===== config.mk =====
export PLATFORM = sky130hd
export DESIGN_NAME = external_bus_release_arbiter
export DESIGN_NICKNAME = d
export VERILOG_FILES = /design/src/hw/bus_release_pkg.sv /design/src/hw/external_bus_release_arbiter.sv
export SDC_FILE = /design/constraint.sdc
export NUM_CORES = 1
export LEC_CHECK = 0
export BUFFER_PORTS_ARGS = -buffer_cell sky130_fd_sc_hd__buf_2
export CORE_MARGIN = 10
export CORE_UTILIZATION = 40
export DETAILED_ROUTE_END_ITERATION = 12
export PLACE_DENSITY = 0.82
export SLEW_MARGIN = 20
export SYNTH_ARGS = -nofsm -noshare
export SYNTH_HDL_FRONTEND = slang
export SYNTH_SLANG_ARGS = --single-unit

===== constraint.sdc =====
create_clock -name clk -period 4.8 [get_ports clk]
set_input_delay 0.48 -clock clk [delete_from_list [all_inputs] [get_ports clk]]
set_output_delay 0.48 -clock clk [all_outputs]
set_load 0.02 [all_outputs]

===== src/hw/bus_release_pkg.sv =====
package bus_release_pkg;
	// module-stop values: the two all-stop values halt the release function in sleep, plus the reset value
	localparam logic [15:0] ALL_STOP_A      = 16'hFFFF;
	localparam logic [15:0] ALL_STOP_B      = 16'hEFFF;
	localparam logic [15:0] MODULE_STOP_RST = 16'h3FFF;
	// bus owner, one-hot
	typedef enum logic [2:0] {
		OWN_NONE = 3'h1,
		OWN_CPU  = 3'h2,
		OWN_TC   = 3'h4
	} owner_t;
	// external bus release state, one-hot
	typedef enum logic [1:0] {
		REL_HELD     = 2'h1,
		REL_RELEASED = 2'h2
	} rel_state_t;
endpackage : bus_release_pkg


===== src/hw/external_bus_release_arbiter.sv =====
// Behaviour
// - release only in expansion mode with enable set
// - request low: acknowledge low, pins high impedance
// - external cycles wait while bus released
// - pending external access drives drop request low
// - request high ends release, acknowledge high
// - release request beats simultaneous external access
// - address, data, strobes, selects all undriven
// - all-stop value in sleep stops release
// - grant highest requester, hold until withdrawn
// - cpu lowest, transfer controller takes bus
// - internal accesses continue during release
// - cpu yields only between whole bus cycles
// - sleeping cpu yields immediately
// - activation raises transfer controller bus request
// - transfer controller yields only at step ends
// - release only after external cycle completes
// - power-on reset abandons everything at once
// - manual reset keeps state, ignores wait
`timescale 1ns/10ps
`default_nettype none
module external_bus_release_arbiter (
	// clock and resets
	input  wire logic        clk,
	input  wire logic        srst,
	input  wire logic        manual_reset,
	// mode and control bits
	input  wire logic        ext_mode,
	input  wire logic        release_enable_bit,
	input  wire logic        request_out_enable,
	input  wire logic        sleep_mode,
	input  wire logic [15:0] module_stop_ctrl,
	// external master handshake
	input  wire logic        ext_bus_request_n,
	output logic             ext_bus_ack_n,
	output logic             drop_request_out_n,
	// pin output enables, high while driving
	output logic             addr_oe,
	output logic             data_oe,
	output logic             chip_select_oe,
	output logic             addr_strobe_oe,
	output logic             read_strobe_oe,
	output logic             upper_write_strobe_oe,
	output logic             lower_write_strobe_oe,
	// bus controller cycle status
	input  wire logic        ext_cycle_busy,
	input  wire logic        write_cycle,
	output logic             wait_ignore,
	// cpu master
	input  wire logic        cpu_bus_req,
	input  wire logic        cpu_cycle_boundary,
	input  wire logic        cpu_ext_req,
	output logic             cpu_ack,
	// transfer controller master
	input  wire logic        tc_activation,
	input  wire logic        tc_done,
	input  wire logic        tc_release_point,
	input  wire logic        tc_ext_req,
	output logic             tc_ack,
	// start of an external cycle for the owner, and internal access permission
	output logic             ext_cycle_go,
	output logic             int_access_ok
);
	import bus_release_pkg::*;

	owner_t     owner;
	owner_t     next_owner;
	rel_state_t rel;
	logic       tc_req;
	logic       rel_allowed;
	logic       want_release;
	logic       owner_ext;
	logic       enter_release;

	// all-stop values in sleep
	function automatic logic is_all_stop(input logic [15:0] v);
		is_all_stop = (v == ALL_STOP_A) || (v == ALL_STOP_B);
	endfunction : is_all_stop

	// release is legal only in expansion mode and enabled, not stopped
	assign rel_allowed   = ext_mode & release_enable_bit
		& ~(sleep_mode & is_all_stop(module_stop_ctrl));
	assign want_release  = rel_allowed & ~ext_bus_request_n;
	// a running external cycle finishes first, so no strobe floats mid cycle
	assign enter_release = (rel == REL_HELD) & want_release & ~ext_cycle_busy;
	assign owner_ext     = (owner == OWN_CPU & cpu_ext_req) | (owner == OWN_TC & tc_ext_req);

	// transfer controller request, activation wins over done
	always_ff @(posedge clk) begin
		if (srst) begin
			tc_req <= 1'h0;
		end else if (tc_activation) begin
			tc_req <= 1'h1;
		end else if (tc_done) begin
			tc_req <= 1'h0;
		end
	end

	// arbitration: tc above cpu; owner keeps bus until it may yield
	always_comb begin
		next_owner = owner;
		case (owner)
			OWN_NONE: begin
				if (tc_req) begin
					next_owner = OWN_TC;
				end else if (cpu_bus_req) begin
					next_owner = OWN_CPU;
				end
			end
			OWN_CPU: begin
				// never between halves of a longword access unless the cpu sleeps
				if (tc_req && (cpu_cycle_boundary || sleep_mode)) begin
					next_owner = OWN_TC;
				end else if (!cpu_bus_req && cpu_cycle_boundary) begin
					next_owner = OWN_NONE;
				end
			end
			OWN_TC: begin
				if (!tc_req && tc_release_point) begin
					next_owner = cpu_bus_req ? OWN_CPU : OWN_NONE;
				end
			end
			default: next_owner = OWN_NONE;
		endcase
	end

	// owner register; manual reset freezes grants but keeps state
	always_ff @(posedge clk) begin
		if (srst) begin
			owner <= OWN_NONE;
		end else if (!manual_reset) begin
			owner <= next_owner;
		end
	end

	// release state machine
	always_ff @(posedge clk) begin
		if (srst) begin
			rel <= REL_HELD;
		end else begin
			case (rel)
				REL_HELD: begin
					if (enter_release) begin
						rel <= REL_RELEASED;
					end
				end
				REL_RELEASED: begin
					if (ext_bus_request_n) begin
						rel <= REL_HELD;
					end
				end
				default: rel <= REL_HELD;
			endcase
		end
	end

	// handshake follows the release state; wait ignore follows manual reset
	always_ff @(posedge clk) begin
		if (srst) begin
			ext_bus_ack_n      <= 1'h1;
			drop_request_out_n <= 1'h1;
			wait_ignore        <= 1'h0;
		end else begin
			ext_bus_ack_n      <= ~(rel == REL_RELEASED);
			drop_request_out_n <= ~(request_out_enable & (rel == REL_RELEASED) & owner_ext);
			wait_ignore        <= manual_reset;
		end
	end

	// all address, data and control pins float while released
	always_ff @(posedge clk) begin
		if (srst) begin
			addr_oe               <= 1'h0;
			data_oe               <= 1'h0;
			chip_select_oe        <= 1'h0;
			addr_strobe_oe        <= 1'h0;
			read_strobe_oe        <= 1'h0;
			upper_write_strobe_oe <= 1'h0;
			lower_write_strobe_oe <= 1'h0;
		end else begin
			addr_oe               <= (rel == REL_HELD);
			data_oe               <= (rel == REL_HELD) & write_cycle & ext_cycle_busy;
			chip_select_oe        <= (rel == REL_HELD);
			addr_strobe_oe        <= (rel == REL_HELD);
			read_strobe_oe        <= (rel == REL_HELD);
			upper_write_strobe_oe <= (rel == REL_HELD);
			lower_write_strobe_oe <= (rel == REL_HELD);
		end
	end

	// grants; internal accesses never wait on the external bus
	assign cpu_ack       = (owner == OWN_CPU);
	assign tc_ack        = (owner == OWN_TC);
	assign int_access_ok = (owner != OWN_NONE) & ~srst;
	// external start: blocked when released or release wins this cycle
	assign ext_cycle_go  = owner_ext & (rel == REL_HELD) & ~want_release
		& ~srst & ~manual_reset;

	// assertions
	property p_no_release_disabled;
		@(posedge clk) disable iff (srst)
		(rel == REL_HELD && !rel_allowed) |=> (rel == REL_HELD);
	endproperty
	a_no_release_disabled: assert property (p_no_release_disabled)
		else $error("release entered while not allowed");

	property p_ack_follows;
		@(posedge clk) disable iff (srst)
		enter_release |=> (rel == REL_RELEASED) ##1 !ext_bus_ack_n;
	endproperty
	a_ack_follows: assert property (p_ack_follows)
		else $error("acknowledge not driven low after release");

	property p_no_ext_released;
		@(posedge clk) disable iff (srst)
		(rel == REL_RELEASED) |-> !ext_cycle_go;
	endproperty
	a_no_ext_released: assert property (p_no_ext_released)
		else $error("external cycle started while released");

	property p_drop_req;
		@(posedge clk) disable iff (srst)
		(request_out_enable && rel == REL_RELEASED && owner_ext) |=> !drop_request_out_n;
	endproperty
	a_drop_req: assert property (p_drop_req)
		else $error("drop request not driven");

	property p_end_release;
		@(posedge clk) disable iff (srst)
		(rel == REL_RELEASED && ext_bus_request_n) |=> ##1 ext_bus_ack_n;
	endproperty
	a_end_release: assert property (p_end_release)
		else $error("acknowledge not released");

	property p_release_priority;
		@(posedge clk) disable iff (srst)
		(want_release && owner_ext) |-> !ext_cycle_go;
	endproperty
	a_release_priority: assert property (p_release_priority)
		else $error("external access beat release request");

	property p_pins_float;
		@(posedge clk) disable iff (srst)
		(rel == REL_RELEASED) [*2] |-> !addr_oe && !data_oe && !chip_select_oe
			&& !addr_strobe_oe && !read_strobe_oe
			&& !upper_write_strobe_oe && !lower_write_strobe_oe;
	endproperty
	a_pins_float: assert property (p_pins_float)
		else $error("pin driven while released");

	property p_sleep_stop;
		@(posedge clk) disable iff (srst)
		(sleep_mode && is_all_stop(module_stop_ctrl) && rel == REL_HELD) |=> (rel == REL_HELD);
	endproperty
	a_sleep_stop: assert property (p_sleep_stop)
		else $error("release in sleep with all-stop value");

	property p_tc_priority;
		@(posedge clk) disable iff (srst || manual_reset)
		(owner == OWN_NONE && tc_req) |=> tc_ack;
	endproperty
	a_tc_priority: assert property (p_tc_priority)
		else $error("transfer controller not granted first");

	property p_cpu_boundary;
		@(posedge clk) disable iff (srst)
		(cpu_ack && !cpu_cycle_boundary && !sleep_mode) |=> cpu_ack;
	endproperty
	a_cpu_boundary: assert property (p_cpu_boundary)
		else $error("cpu lost bus inside a cycle");

	property p_cpu_sleep;
		@(posedge clk) disable iff (srst || manual_reset)
		(cpu_ack && sleep_mode && tc_req) |=> tc_ack;
	endproperty
	a_cpu_sleep: assert property (p_cpu_sleep)
		else $error("sleeping cpu kept the bus");

	property p_tc_req;
		@(posedge clk) disable iff (srst)
		tc_activation |=> tc_req;
	endproperty
	a_tc_req: assert property (p_tc_req)
		else $error("activation lost");

	property p_tc_hold;
		@(posedge clk) disable iff (srst)
		(tc_ack && !tc_release_point) |=> tc_ack;
	endproperty
	a_tc_hold: assert property (p_tc_hold)
		else $error("transfer controller yielded mid step");

	property p_cycle_done;
		@(posedge clk) disable iff (srst)
		(rel == REL_HELD && ext_cycle_busy) |=> (rel == REL_HELD);
	endproperty
	a_cycle_done: assert property (p_cycle_done)
		else $error("release during external cycle");

	property p_manual_hold;
		@(posedge clk) disable iff (srst)
		manual_reset |=> $stable(owner) && wait_ignore;
	endproperty
	a_manual_hold: assert property (p_manual_hold)
		else $error("manual reset changed owner");

	property p_por;
		@(posedge clk) srst |=> (owner == OWN_NONE) && (rel == REL_HELD) && ext_bus_ack_n;
	endproperty
	a_por: assert property (p_por)
		else $error("power-on reset not immediate");

	// handover and reset guards
	property p_held_drives;
		@(posedge clk) disable iff (srst)
		(rel == REL_HELD) [*2] |-> ext_bus_ack_n && addr_oe && chip_select_oe;
	endproperty
	a_held_drives: assert property (p_held_drives)
		else $error("pins or acknowledge not back after release ended");

	property p_tc_yield;
		@(posedge clk) disable iff (srst || manual_reset)
		(tc_ack && !tc_req && tc_release_point && cpu_bus_req) |=> cpu_ack;
	endproperty
	a_tc_yield: assert property (p_tc_yield)
		else $error("transfer controller kept bus at release point");

	property p_wait_follow;
		@(posedge clk) disable iff (srst)
		!manual_reset |=> !wait_ignore;
	endproperty
	a_wait_follow: assert property (p_wait_follow)
		else $error("wait ignored outside manual reset");

	// main scenarios
	c_release: cover property (@(posedge clk) disable iff (srst)
		enter_release ##[1:20] (rel == REL_RELEASED && ext_bus_request_n));
	c_drop: cover property (@(posedge clk) disable iff (srst) !drop_request_out_n);
	c_cpu_to_tc: cover property (@(posedge clk) disable iff (srst) cpu_ack ##1 tc_ack);
	c_parallel: cover property (@(posedge clk) disable iff (srst)
		(rel == REL_RELEASED) && int_access_ok);
	c_refused: cover property (@(posedge clk) disable iff (srst)
		want_release && ext_cycle_busy);
endmodule : external_bus_release_arbiter
`default_nettype wire


==> run summary, run 1 <==
DRT Pass-1 Iters -> 4
Post-synth cell types -> 29
CP max FO -> 8
CP endpoint kind -> output pin
Largest family of logic cells by synthesized area -> simple AND/OR/NAND/NOR gates
Run status -> completed
Post-route minimum period -> 2.15 ns
Synthesized flop and latch total -> 11
Number of H-tree levels -> 1
Routed wire length -> 1900 um
YS warnings -> 0
Most used DFF post-synth -> dfxtp_1
EDFF count, synth -> 0
Skew-Pair Late Insertion Delay -> 0.28 ns
Synth Area in Compound Gates -> 17.9%
Layout area overhead -> 37.9%
Gpl congestion -> 0.800
Fin nets -> 144
Via-to-Cell Ratio -> 5.21
Footprint of the multi-input gates -> 308 um^2
Synth top area cells -> dfxtp_1 (37%), buf_4 (6.4%), nor2_1 (4.5%), a21oi_1 (4.3%), nand4_1 (4.3%)
Syn avg cell area -> 8.78 um^2
Wire length per cell -> 15.2 um
Reg2reg start -> owner[0]$_SDFFE_PP1P_
XOR/XNOR share of the synthesized area -> 0%
GRT Overall Usage -> 11.9%
Final Slew Violations -> 0
Vert. Die Dim -> 58.3 um
Static leakage -> 0.412 nW
Final period utilization -> 44.8%
Sequential area share after synthesis -> 37.4%
Reg clk slew, reported paths -> 0.07 ns
Data required, critical path -> 4.32 ns
DR iter-0 viols -> 13
Detail Route Antenna Nets -> 0
Vias in the first global route -> 771
Post-Synth Adder-Cell Area -> 0%
Kind of critical path -> flip-flop to output pin
Share of cells above drive strength 1 -> 50.9%
Rel. slew slack -> 71.5%
Critical Path AT -> 1.67 ns
Antenna diode count -> 0
I/O pin total -> 47
Fillers -> 129
Post-synth top area cell -> dfxtp_1
Max-Cap Viols -> 0
Detailed-route DRC error count -> 0
Cell Pwr Density -> 282 nW/um^2
Hold Crit Class -> input port to flip-flop
Vias -> 651
Global-route wire length before repair -> 3190 um
Maximum number of pins on one net before global-route repair -> 10
Root Driver -> clkbuf_4
Final setup violation count -> 0
Synthesized cell area -> 588 um^2
Area fraction in and, or, nand and nor cells after synthesis -> 32.8%
Post-route cell area -> 811 um^2
Antenna violations before repair -> 0
CP startpoint -> owner[1]$_SDFFE_PP0P_
RSZ-0062 raised after global routing -> no
Detailed placement HPWL -> 1590 um
Placed Area -> 783 um^2
Total gr overflow -> 0
Die X -> 58.3 um
Post-synth top area share -> 37.4%
Fmax -> 465 MHz
Post-synthesis mux area share -> 1.70%
Hold buffers post-CTS -> 0
Async SR Flop Fraction -> 0%
Clock tree buffer depth -> 2
Post-CTS setup buffers -> 0
Mapped Cells -> 67
Core ar. -> 1350 um^2
Maximum vdd drop -> 0.000134 V
Worst Clk Skew -> 0.000234 ns
Slew of the pin with the lowest slew margin -> 0.422 ns
# clock sinks -> 11
Post_cts resized -> 0
PortBufs -> 45
Starting Density -> 43.6%
CTS tree -> done
Row count -> 13
Fin Setup TNS -> 0 ns
DIE AREA -> 3400 um^2
Register Area -> 220 um^2
Min-delay src -> tc_activation
CTS buffer count -> 3
Synth Net Count -> 100
Final Hold Vio Count -> 0
Setup crit start kind -> flip-flop
-- path summary, 6_finish.rpt --
check / slack [ns] / depth (start not counted) / end
worst max register to register: 3.08 / 4 / owner[2]$_SDFFE_PP0P_
worst min-delay path: 0.41 / 3 / tc_req$_SDFFE_PP0P_
worst max-delay path: 2.65 / 4 / ext_cycle_go
worst min register to register: 0.50 / 2 / lower_write_strobe_oe$_SDFF_PP0_
-- layout make-up --
cell class,count,share of cell area [%]
Inverter,3,1.39
Sequential cell,11,27.2
Clock buffer,3,2.78
Tap cell,15,2.31
Timing Repair Buffer,45,27.8
Clock inverter,1,0.617
Multi-Input combinational cell,47,38.0
-- per-layer routing --
metal / GRT usage (%) / wire (um) / up-vias
met5: 0 / 0 / -
met3: 6.44 / 193 / 5
met4: 7.72 / 51 / 0
li1: - / - / 327
met1: 12.0 / 786 / 280
met2: 18.5 / 867 / 39
-- state kept, by name, indices dropped and copies added, names as in the netlist --
register and cells:
tc_req 1, rel 2, wait_ignore 1, drop_request_out_n 1, lower_write_strobe_oe 1, ext_bus_ack_n 1, owner 3, data_oe 1
-- cells in the final DEF, fill, tap and decap left out --
master / count
a211oi_1: 2
a21o_1: 1
a21oi_1: 5
a221o_1: 1
a22oi_1: 2
and3_1: 1
and3_2: 1
and3b_1: 1
buf_2: 45
clkbuf_4: 3
clkinv_2: 1
dfxtp_1: 11
inv_1: 3
mux2i_1: 1
nand2_1: 2
nand2b_1: 1
nand4_1: 4
nor2_1: 7
nor2b_1: 2
nor3_1: 1
nor3b_2: 2
nor4_1: 2
nor4b_1: 1
o21ai_0: 3
o21ba_2: 1
o31ai_1: 1
or2_2: 1
or2b_1: 1
or3b_2: 2
or4b_1: 1
-- worst max-delay path, cell delays in order (launching register included) --
cell and delay (ns):
dfxtp_1 0.45, nor3b_2 0.36, a22oi_1 0.14, nor4_1 0.23, buf_2 0.21
-- report_power, final --
group / internal, mW / switching (mW) / leakage [nW]
sequential: 0.0966 / 0.00802 / 0.0905
clock: 0.0310 / 0.0359 / 0.0177
combinational: 0.0280 / 0.0291 / 0.303
total: 0.156 / 0.0730 / 0.412
-- synth_stat cells (2+ instances only) --
cell type / count
dfxtp_1: 11
nor2_1: 7
a21oi_1: 5
buf_4: 5
nand4_1: 4
inv_1: 3
o21ai_0: 3
a211oi_1: 2
a22oi_1: 2
nand2_1: 2
nor2b_1: 2
nor3b_2: 2
nor4_1: 2
or3b_2: 2
-- cells by family after synthesis --
family                 Yosys count
AOI/OAI and AO/OA               16
DFF                             11
and+or+nand+nor                 30
buffers and inverters            9
muxes                            1
-- stage by stage --
stage,worst slack (ns),cells,hold WS (ns),utilization (%),power [mW]
floorplan,2.58,67,0.445,-,0.143
global placement,2.79,121,0.464,58.0,0.161
detailed placement,2.78,121,0.480,58.0,0.164
CTS,2.67,125,0.410,60.1,0.229
global route,2.55,125,0.426,60.1,0.241
finish,2.65,125,0.408,60.1,0.229
Power figures use the tool's default switching activity.
==> inputs of run 2 (changes only) <==
--- a/config.mk
+++ b/config.mk
@@ -7,9 +7,9 @@
 export LEC_CHECK = 0
 export BUFFER_PORTS_ARGS = -buffer_cell sky130_fd_sc_hd__buf_2
 export CORE_MARGIN = 10
-export CORE_UTILIZATION = 40
+export CORE_UTILIZATION = 33
 export DETAILED_ROUTE_END_ITERATION = 12
-export PLACE_DENSITY = 0.82
+export PLACE_DENSITY = 0.72
 export SLEW_MARGIN = 20
 export SYNTH_ARGS = -nofsm -noshare
 export SYNTH_HDL_FRONTEND = slang
==> constraint.sdc (replaced) <==
create_clock -name clk -period 1.8 [get_ports clk]
set_input_delay 0.18 -clock clk [delete_from_list [all_inputs] [get_ports clk]]
set_output_delay 0.18 -clock clk [all_outputs]
set_load 0.02 [all_outputs]
==> run 2 against run 1 <==
  * Clock skew rose by 0.0022 ns
  * Count of clock-buffer cells in the layout did not move
  * Flip-flop and latch count did not move
  * Design area rose by 9.9%
  * Non-clock buffer count rose by 4
  * First-iteration DRC count fell by 54%
  * Largest cell class unchanged
  * Highest routed layer unchanged
  * Sequential power rose to 2.7 times the previous value
  * Global-route usage fell by 2.5 points
  * Critical path depth did not move
  * Critical endpoint unchanged
  * Hold slack got worse by 0.30 ns
==> run summary, run 2 (synthesis gave the netlist of run 1 again) <==
Run status -> completed
Detailed-route DRC error count -> 0 (unchanged)
Reg2reg start -> owner[0]$_SDFFE_PP1P_
Post-route cell area -> 891 um^2 (+9.9%)
CP endpoint kind -> output pin
Setup crit start kind -> flip-flop
Detailed placement HPWL -> 1530 um (-3.9%)
Commonest cells after routing, fill and taps aside -> buf_2 (44), dfxtp_1 (8), nor2_1 (7)
CP delay by family, top -> simple AND/OR/NAND/NOR gates
Slew of the pin with the lowest slew margin -> 0.380 ns (-0.0419 ns)
Worst path bufs/invs -> 1 (unchanged)
Fin nets -> 148 (+2.8%)
DR iter-0 viols -> 6 (-7)
Detail Route Antenna Nets -> 0 (unchanged)
GRT Overall Usage -> 9.41% (-2.5 points)
Vert. Die Dim -> 62.2 um (+6.6%)
Largest register FFs -> 3 (unchanged)
Rel. slew slack -> 74.5% (+3.0 points)
Gpl congestion -> 0.734 (-8.3%)
Fmax -> 583 MHz
# clock sinks -> 11 (unchanged)
I/O pin total -> 47 (unchanged)
Fillers -> 170 (+32%)
CTS buffer count -> 3 (unchanged)
Core ar. -> 1710 um^2 (+27%)
DIE AREA -> 3870 um^2 (+14%)
CP Cell Sequence -> nor3b_4, a22oi_2, nor4_2, buf_4
Die X -> 62.2 um (+6.6%)
Min-delay src -> tc_activation
Commonest non-fill, non-tap cell in the layout -> buf_2
Final period utilization -> 95.4%
Wire length per cell -> 13.0 um (-14%)
Top Registers -> owner: 3 flops, rel: 2 flops
CP Depth -> 4 (unchanged)
Antenna violations before repair -> 0 (unchanged)
Layout area overhead -> 51.5%
Post-route minimum period -> 1.72 ns
Layout Cells excl Fill -> 139 (+11%)
CP max FO -> 5 (-3)
Max-Cap Viols -> 0 (unchanged)
DRT Pass-1 Iters -> 4 (unchanged)
Maximum vdd drop -> 0.000356 V (+160%)
Fin Setup TNS -> 0 ns (unchanged)
Critical Path AT -> 1.54 ns (-0.13 ns)
Final setup violation count -> 0 (unchanged)
Static leakage -> 0.437 nW (+6.3%)
Vias in the first global route -> 743 (-3.6%)
Row count -> 15 (+2)
Design Power -> 624 uW (+170%)
Maximum number of pins on one net before global-route repair -> 10 (unchanged)
Vias -> 674 (+3.5%)
Hold buffers post-CTS -> 0 (unchanged)
Hold Crit Class -> input port to flip-flop
Reg clk slew, reported paths -> 0.08 ns (about the same)
Total gr overflow -> 0 (unchanged)
End point of the critical path -> ext_cycle_go
Root Driver -> clkbuf_4
Clock tree buffer depth -> 2 (unchanged)
Antenna diode count -> 0 (unchanged)
RSZ-0062 raised after global routing -> yes
CP startpoint -> owner[2]$_SDFFE_PP0P_
R2r worst-path depth -> 4 (unchanged)
CP max stage cell -> dfxtp_4
PortBufs -> 45 (unchanged)
Routed wire length -> 1810 um (-4.6%)
Worst Clk Skew -> 0.00241 ns (+0.00218 ns)
Global-route wire length before repair -> 3000 um (-5.8%)
Skew-Pair Late Insertion Delay -> 0.27 ns (about the same)
Capturing point of the worst reg2reg path -> owner[2]$_SDFFE_PP0P_
Placed insts -> 131 (+8.3%)
Top reg by flops -> owner
CP max stage delay -> 0.39 ns (-0.06 ns)
Kind of critical path -> flip-flop to output pin
Data required, critical path -> 1.62 ns (-2.70 ns)
Via-to-Cell Ratio -> 4.85 (-6.9%)
Starting Density -> 34.4% (-9.1 points)
CTS tree -> done
Final Slew Violations -> 0 (unchanged)
Cell Pwr Density -> 700 nW/um^2 (+150%)
Reg2Reg Setup Slack -> 0.13 ns (-2.95 ns)
Share of cells above drive strength 1 -> 57.0% (+6.1 points)
Final Hold Vio Count -> 0 (unchanged)
Placed Area -> 802 um^2 (+2.4%)
Number of H-tree levels -> 1 (unchanged)
[run 2: cell types whose count changed in the layout (fill, tap and decap cells not counted)]
cell / before / now
a22oi_2: 0 / 1
buf_4: 0 / 5
nor4_2: 0 / 1
nor4_1: 2 / 1
dfxtp_4: 0 / 3
buf_2: 45 / 44
nor3b_4: 0 / 2
dfxtp_1: 11 / 8
nor3b_2: 2 / 0
a22oi_1: 2 / 1
[run 2: worst reg2reg max path, cell delays in order, from the launching register on]
cell and delay (ns):
dfxtp_4 0.39, nor4b_1 0.16, a221o_1 0.40, or4b_1 0.51, a21oi_1 0.15
[run 2: how the worst min path moves through the flow]
stage               slack [ns]                   to  cells after the start
floorplan                 0.30  tc_req$_SDFFE_PP0P_                      2
detailed placement        0.40  tc_req$_SDFFE_PP0P_                      3
finish                    0.11  tc_req$_SDFFE_PP0P_                      3
CTS                       0.11  tc_req$_SDFFE_PP0P_                      3
global route              0.14   data_oe$_SDFF_PP0_                      2
global placement          0.39  tc_req$_SDFFE_PP0P_                      3
[run 2: repair_timing]
action | 4_1_cts | 5_1_grt
setup buffers | 0 | 4
setup endpoints to repair | 1 | 2
gates resized for setup | 4 | 6
endpoints found under the hold margin | 0 | 0
pin swaps | 0 | 4
[run 2: layout make-up]
class | count | area, um^2 | area share (%)
multi-input cells | 47 | 332 | 37.2
repair buffers | 49 | 258 | 28.9
flip-flops and latches | 11 | 231 | 26.0
well taps | 25 | 31.3 | 3.51
clock buffers | 3 | 22.5 | 2.53
inverters | 3 | 11.3 | 1.26
clock inverters | 1 | 5.00 | 0.562
[run 2: power breakdown]
part / switching, mW / internal (mW)
sequential: 0.0243 / 0.260
combinational: 0.0809 / 0.0855
clock: 0.0911 / 0.0824
[run 2: layer usage]
metal	vias to the layer above	routed length [um]	GRT usage [%]
li1	341	-	-
met5	-	0	0
met4	0	49	7.71
met3	4	226	5.38
met2	41	796	15.0
met1	288	739	8.55
[run 2: metrics by stage]
stage / setup WS, ns / utilization, % / hold slack [ns]
floorplan: 0.0835 / - / 0.297
detailed placement: 0.126 / 47.0 / 0.399
finish: 0.0836 / 52.2 / 0.112
global placement: 0.168 / 47.0 / 0.385
global route: -0.0349 / 52.2 / 0.143
CTS: 0.00978 / 49.5 / 0.115
==> inputs of run 3 (changes only) <==
--- a/config.mk
+++ b/config.mk
@@ -10,6 +10,7 @@
 export CORE_UTILIZATION = 33
 export DETAILED_ROUTE_END_ITERATION = 12
 export PLACE_DENSITY = 0.72
+export REMOVE_ABC_BUFFERS = 1
 export SLEW_MARGIN = 20
 export SYNTH_ARGS = -nofsm -noshare
 export SYNTH_HDL_FRONTEND = slang
==> run 3 against run 2 <==
  * Utilization down 1.8 points
  * Via count up 0.89%
  * Register-to-register slack worse by 0.02 ns
  * Global-route usage down 0.29 points
  * Total power down 2.0%
  * Fmax up 0.22%
  * Routed wire length up 4.9%
  * Largest cell class unchanged
  * Worst setup slack better by 0.0037 ns
  * Non-clock buffer count down 1
  * Largest power group unchanged
  * Critical endpoint unchanged
  * Die area unchanged
  * Combinational power down 4%
  * Clock power down 4%
==> run summary, run 3 (synthesis gave the netlist of run 1 again) <==
Maximum number of pins on one net before global-route repair -> 10 (unchanged)
Global-route wire length before repair -> 2950 um (-1.8%)
# clock sinks -> 11 (unchanged)
Switch share -> 30.2% (-1.2 points)
Top Registers -> owner: 3 flops, rel: 2 flops
Vert. Die Dim -> 62.2 um (unchanged)
Design Power -> 611 uW (-2.0%)
Vias -> 680 (+0.89%)
Detailed placement HPWL -> 1640 um (+6.8%)
Total gr overflow -> 0 (unchanged)
Maximum vdd drop -> 0.000420 V (+18%)
Commonest cells after routing, fill and taps aside -> buf_2 (45), dfxtp_1 (8), nor2_1 (7)
Clock tree buffer depth -> 2 (unchanged)
Cell Pwr Density -> 710 nW/um^2 (+1.4%)
Post-route minimum period -> 1.71 ns (-0.00371 ns)
Worst Clk Skew -> 0.00924 ns (+0.00682 ns)
Row count -> 15 (unchanged)
Gpl congestion -> 0.769 (+4.9%)
CP max FO -> 8 (+3)
Rel. slew slack -> 73.0% (-1.5 points)
DRT Pass-1 Iters -> 4 (unchanged)
Layout area overhead -> 46.4%
DR iter-0 viols -> 15 (+9)
Kind of critical path -> flip-flop to output pin
CP endpoint kind -> output pin
CTS tree -> done
DIE AREA -> 3870 um^2 (unchanged)
Die X -> 62.2 um (unchanged)
Reg clk slew, reported paths -> 0.07 ns (about the same)
Switching power -> 185 uW (-5.8%)
Static leakage -> 0.429 nW (-1.9%)
Wire length per cell -> 13.8 um (+5.7%)
P_int -> 426 uW (-0.30%)
Antenna diode count -> 0 (unchanged)
CTS buffer count -> 3 (unchanged)
Vias in the first global route -> 698 (-6.1%)
Final Slew Violations -> 0 (unchanged)
Core ar. -> 1710 um^2 (unchanged)
CP max stage cell -> dfxtp_2
Hold Crit Class -> input port to flip-flop
Critical Path AT -> 1.53 ns (about the same)
Skew-Pair Late Insertion Delay -> 0.27 ns (about the same)
GRT Overall Usage -> 9.12% (-0.29 points)
Antenna violations before repair -> 0 (unchanged)
Setup WS pre-CTS -> 0.112 ns (-0.0137 ns)
Share of cells above drive strength 1 -> 54.0% (-3.0 points)
I/O pin total -> 47 (unchanged)
Detail Route Antenna Nets -> 0 (unchanged)
Run status -> completed
Starting Density -> 34.4% (unchanged)
Worst Slack Setup Final -> 0.0873 ns (+0.00371 ns)
Final period utilization -> 95.2% (-0.21 points)
Final setup violation count -> 0 (unchanged)
Fin Setup TNS -> 0 ns (unchanged)
Via-to-Cell Ratio -> 4.93 (+1.6%)
Flop pwr share -> 46.6% (+1.1 points)
CP Cell Sequence -> nor3b_4, buf_4, a22oi_1, nor4_1, buf_2
Detailed-route DRC error count -> 0 (unchanged)
Number of H-tree levels -> 1 (unchanged)
Final Hold Vio Count -> 0 (unchanged)
RSZ-0062 raised after global routing -> no
Comb power frac -> 26.2% (-0.5 points)
Clock network power share -> 27.2% (-0.6 points)
Setup crit start kind -> flip-flop
PortBufs -> 45 (unchanged)
Commonest non-fill, non-tap cell in the layout -> buf_2
Top reg by flops -> owner
Root Driver -> clkbuf_4
Routed wire length -> 1900 um (+4.9%)
Fin nets -> 147 (-0.68%)
Max-Cap Viols -> 0 (unchanged)
Slew of the pin with the lowest slew margin -> 0.400 ns (+0.0203 ns)
CP max stage delay -> 0.38 ns (about the same)
Fmax -> 584 MHz (+0.22%)
Data required, critical path -> 1.62 ns (about the same)
Largest register FFs -> 3 (unchanged)
[run 3: area by class of cell]
class,count,area (um^2)
Tap cell,25,31.3
Timing Repair Buffer,48,248
Multi-Input combinational cell,47,320
Inverter,3,11.3
Sequential cell,11,224
Fill cell,173,847
Clock buffer,4,26.3
[run 3: path summary, 6_finish.rpt]
kind                    startpoint                        to  slack, ns  cells after the start
max          owner[0]$_SDFFE_PP1P_              ext_cycle_go       0.09                      5
min                  tc_activation       tc_req$_SDFFE_PP0P_       0.11                      3
max reg2reg  owner[0]$_SDFFE_PP1P_     owner[2]$_SDFFE_PP0P_       0.11                      4
min reg2reg    rel[0]$_SDFFE_PP1P_  ext_bus_ack_n$_SDFF_PP1_       0.50                      1
[run 3: layer usage]
| layer | global-route usage (%) | share of wire, % |
|---|---|---|
| met5 | 0 | 0 |
| met4 | 4.29 | 1.0 |
| met3 | 5.73 | 13 |
| met2 | 14.4 | 46 |
| met1 | 9.27 | 39 |
[run 3: what timing repair did]
action | 4_1_cts | 5_1_grt
setup endpoints to repair | 1 | 2
pin swaps | 0 | 1
hold buffers | 0 | 0
gates resized for setup | 1 | 4
gates cloned | 0 | 0
buffers inserted | 1 | 0
[run 3: power by group through the flow]
stage	clock (mW)	combinational, mW	sequential [mW]
after detailed placement	0	0.154	0.284
after global placement	0	0.151	0.282
after floorplan	0	0.0720	0.294
after CTS	0.172	0.159	0.280
final	0.166	0.160	0.285
after global routing	0.182	0.174	0.288
[run 3: stage by stage]
stage	hold slack [ns]	area [um^2]	std cells	util (%)
after floorplan	0.249	539	61	-
after global placement	0.383	811	133	47.5
after detailed placement	0.394	811	133	47.5
after CTS	0.114	851	138	49.8
after global routing	0.127	861	138	50.4
final	0.111	861	138	50.4
[run 3: worst max-delay path, delay by kind of cell (launching register included)]
kind,cells,cell delay (ns)
buffers and inverters,2,0.36
and+or+nand+nor,2,0.43
AOI/OAI and AO/OA,1,0.09
DFF,1,0.38
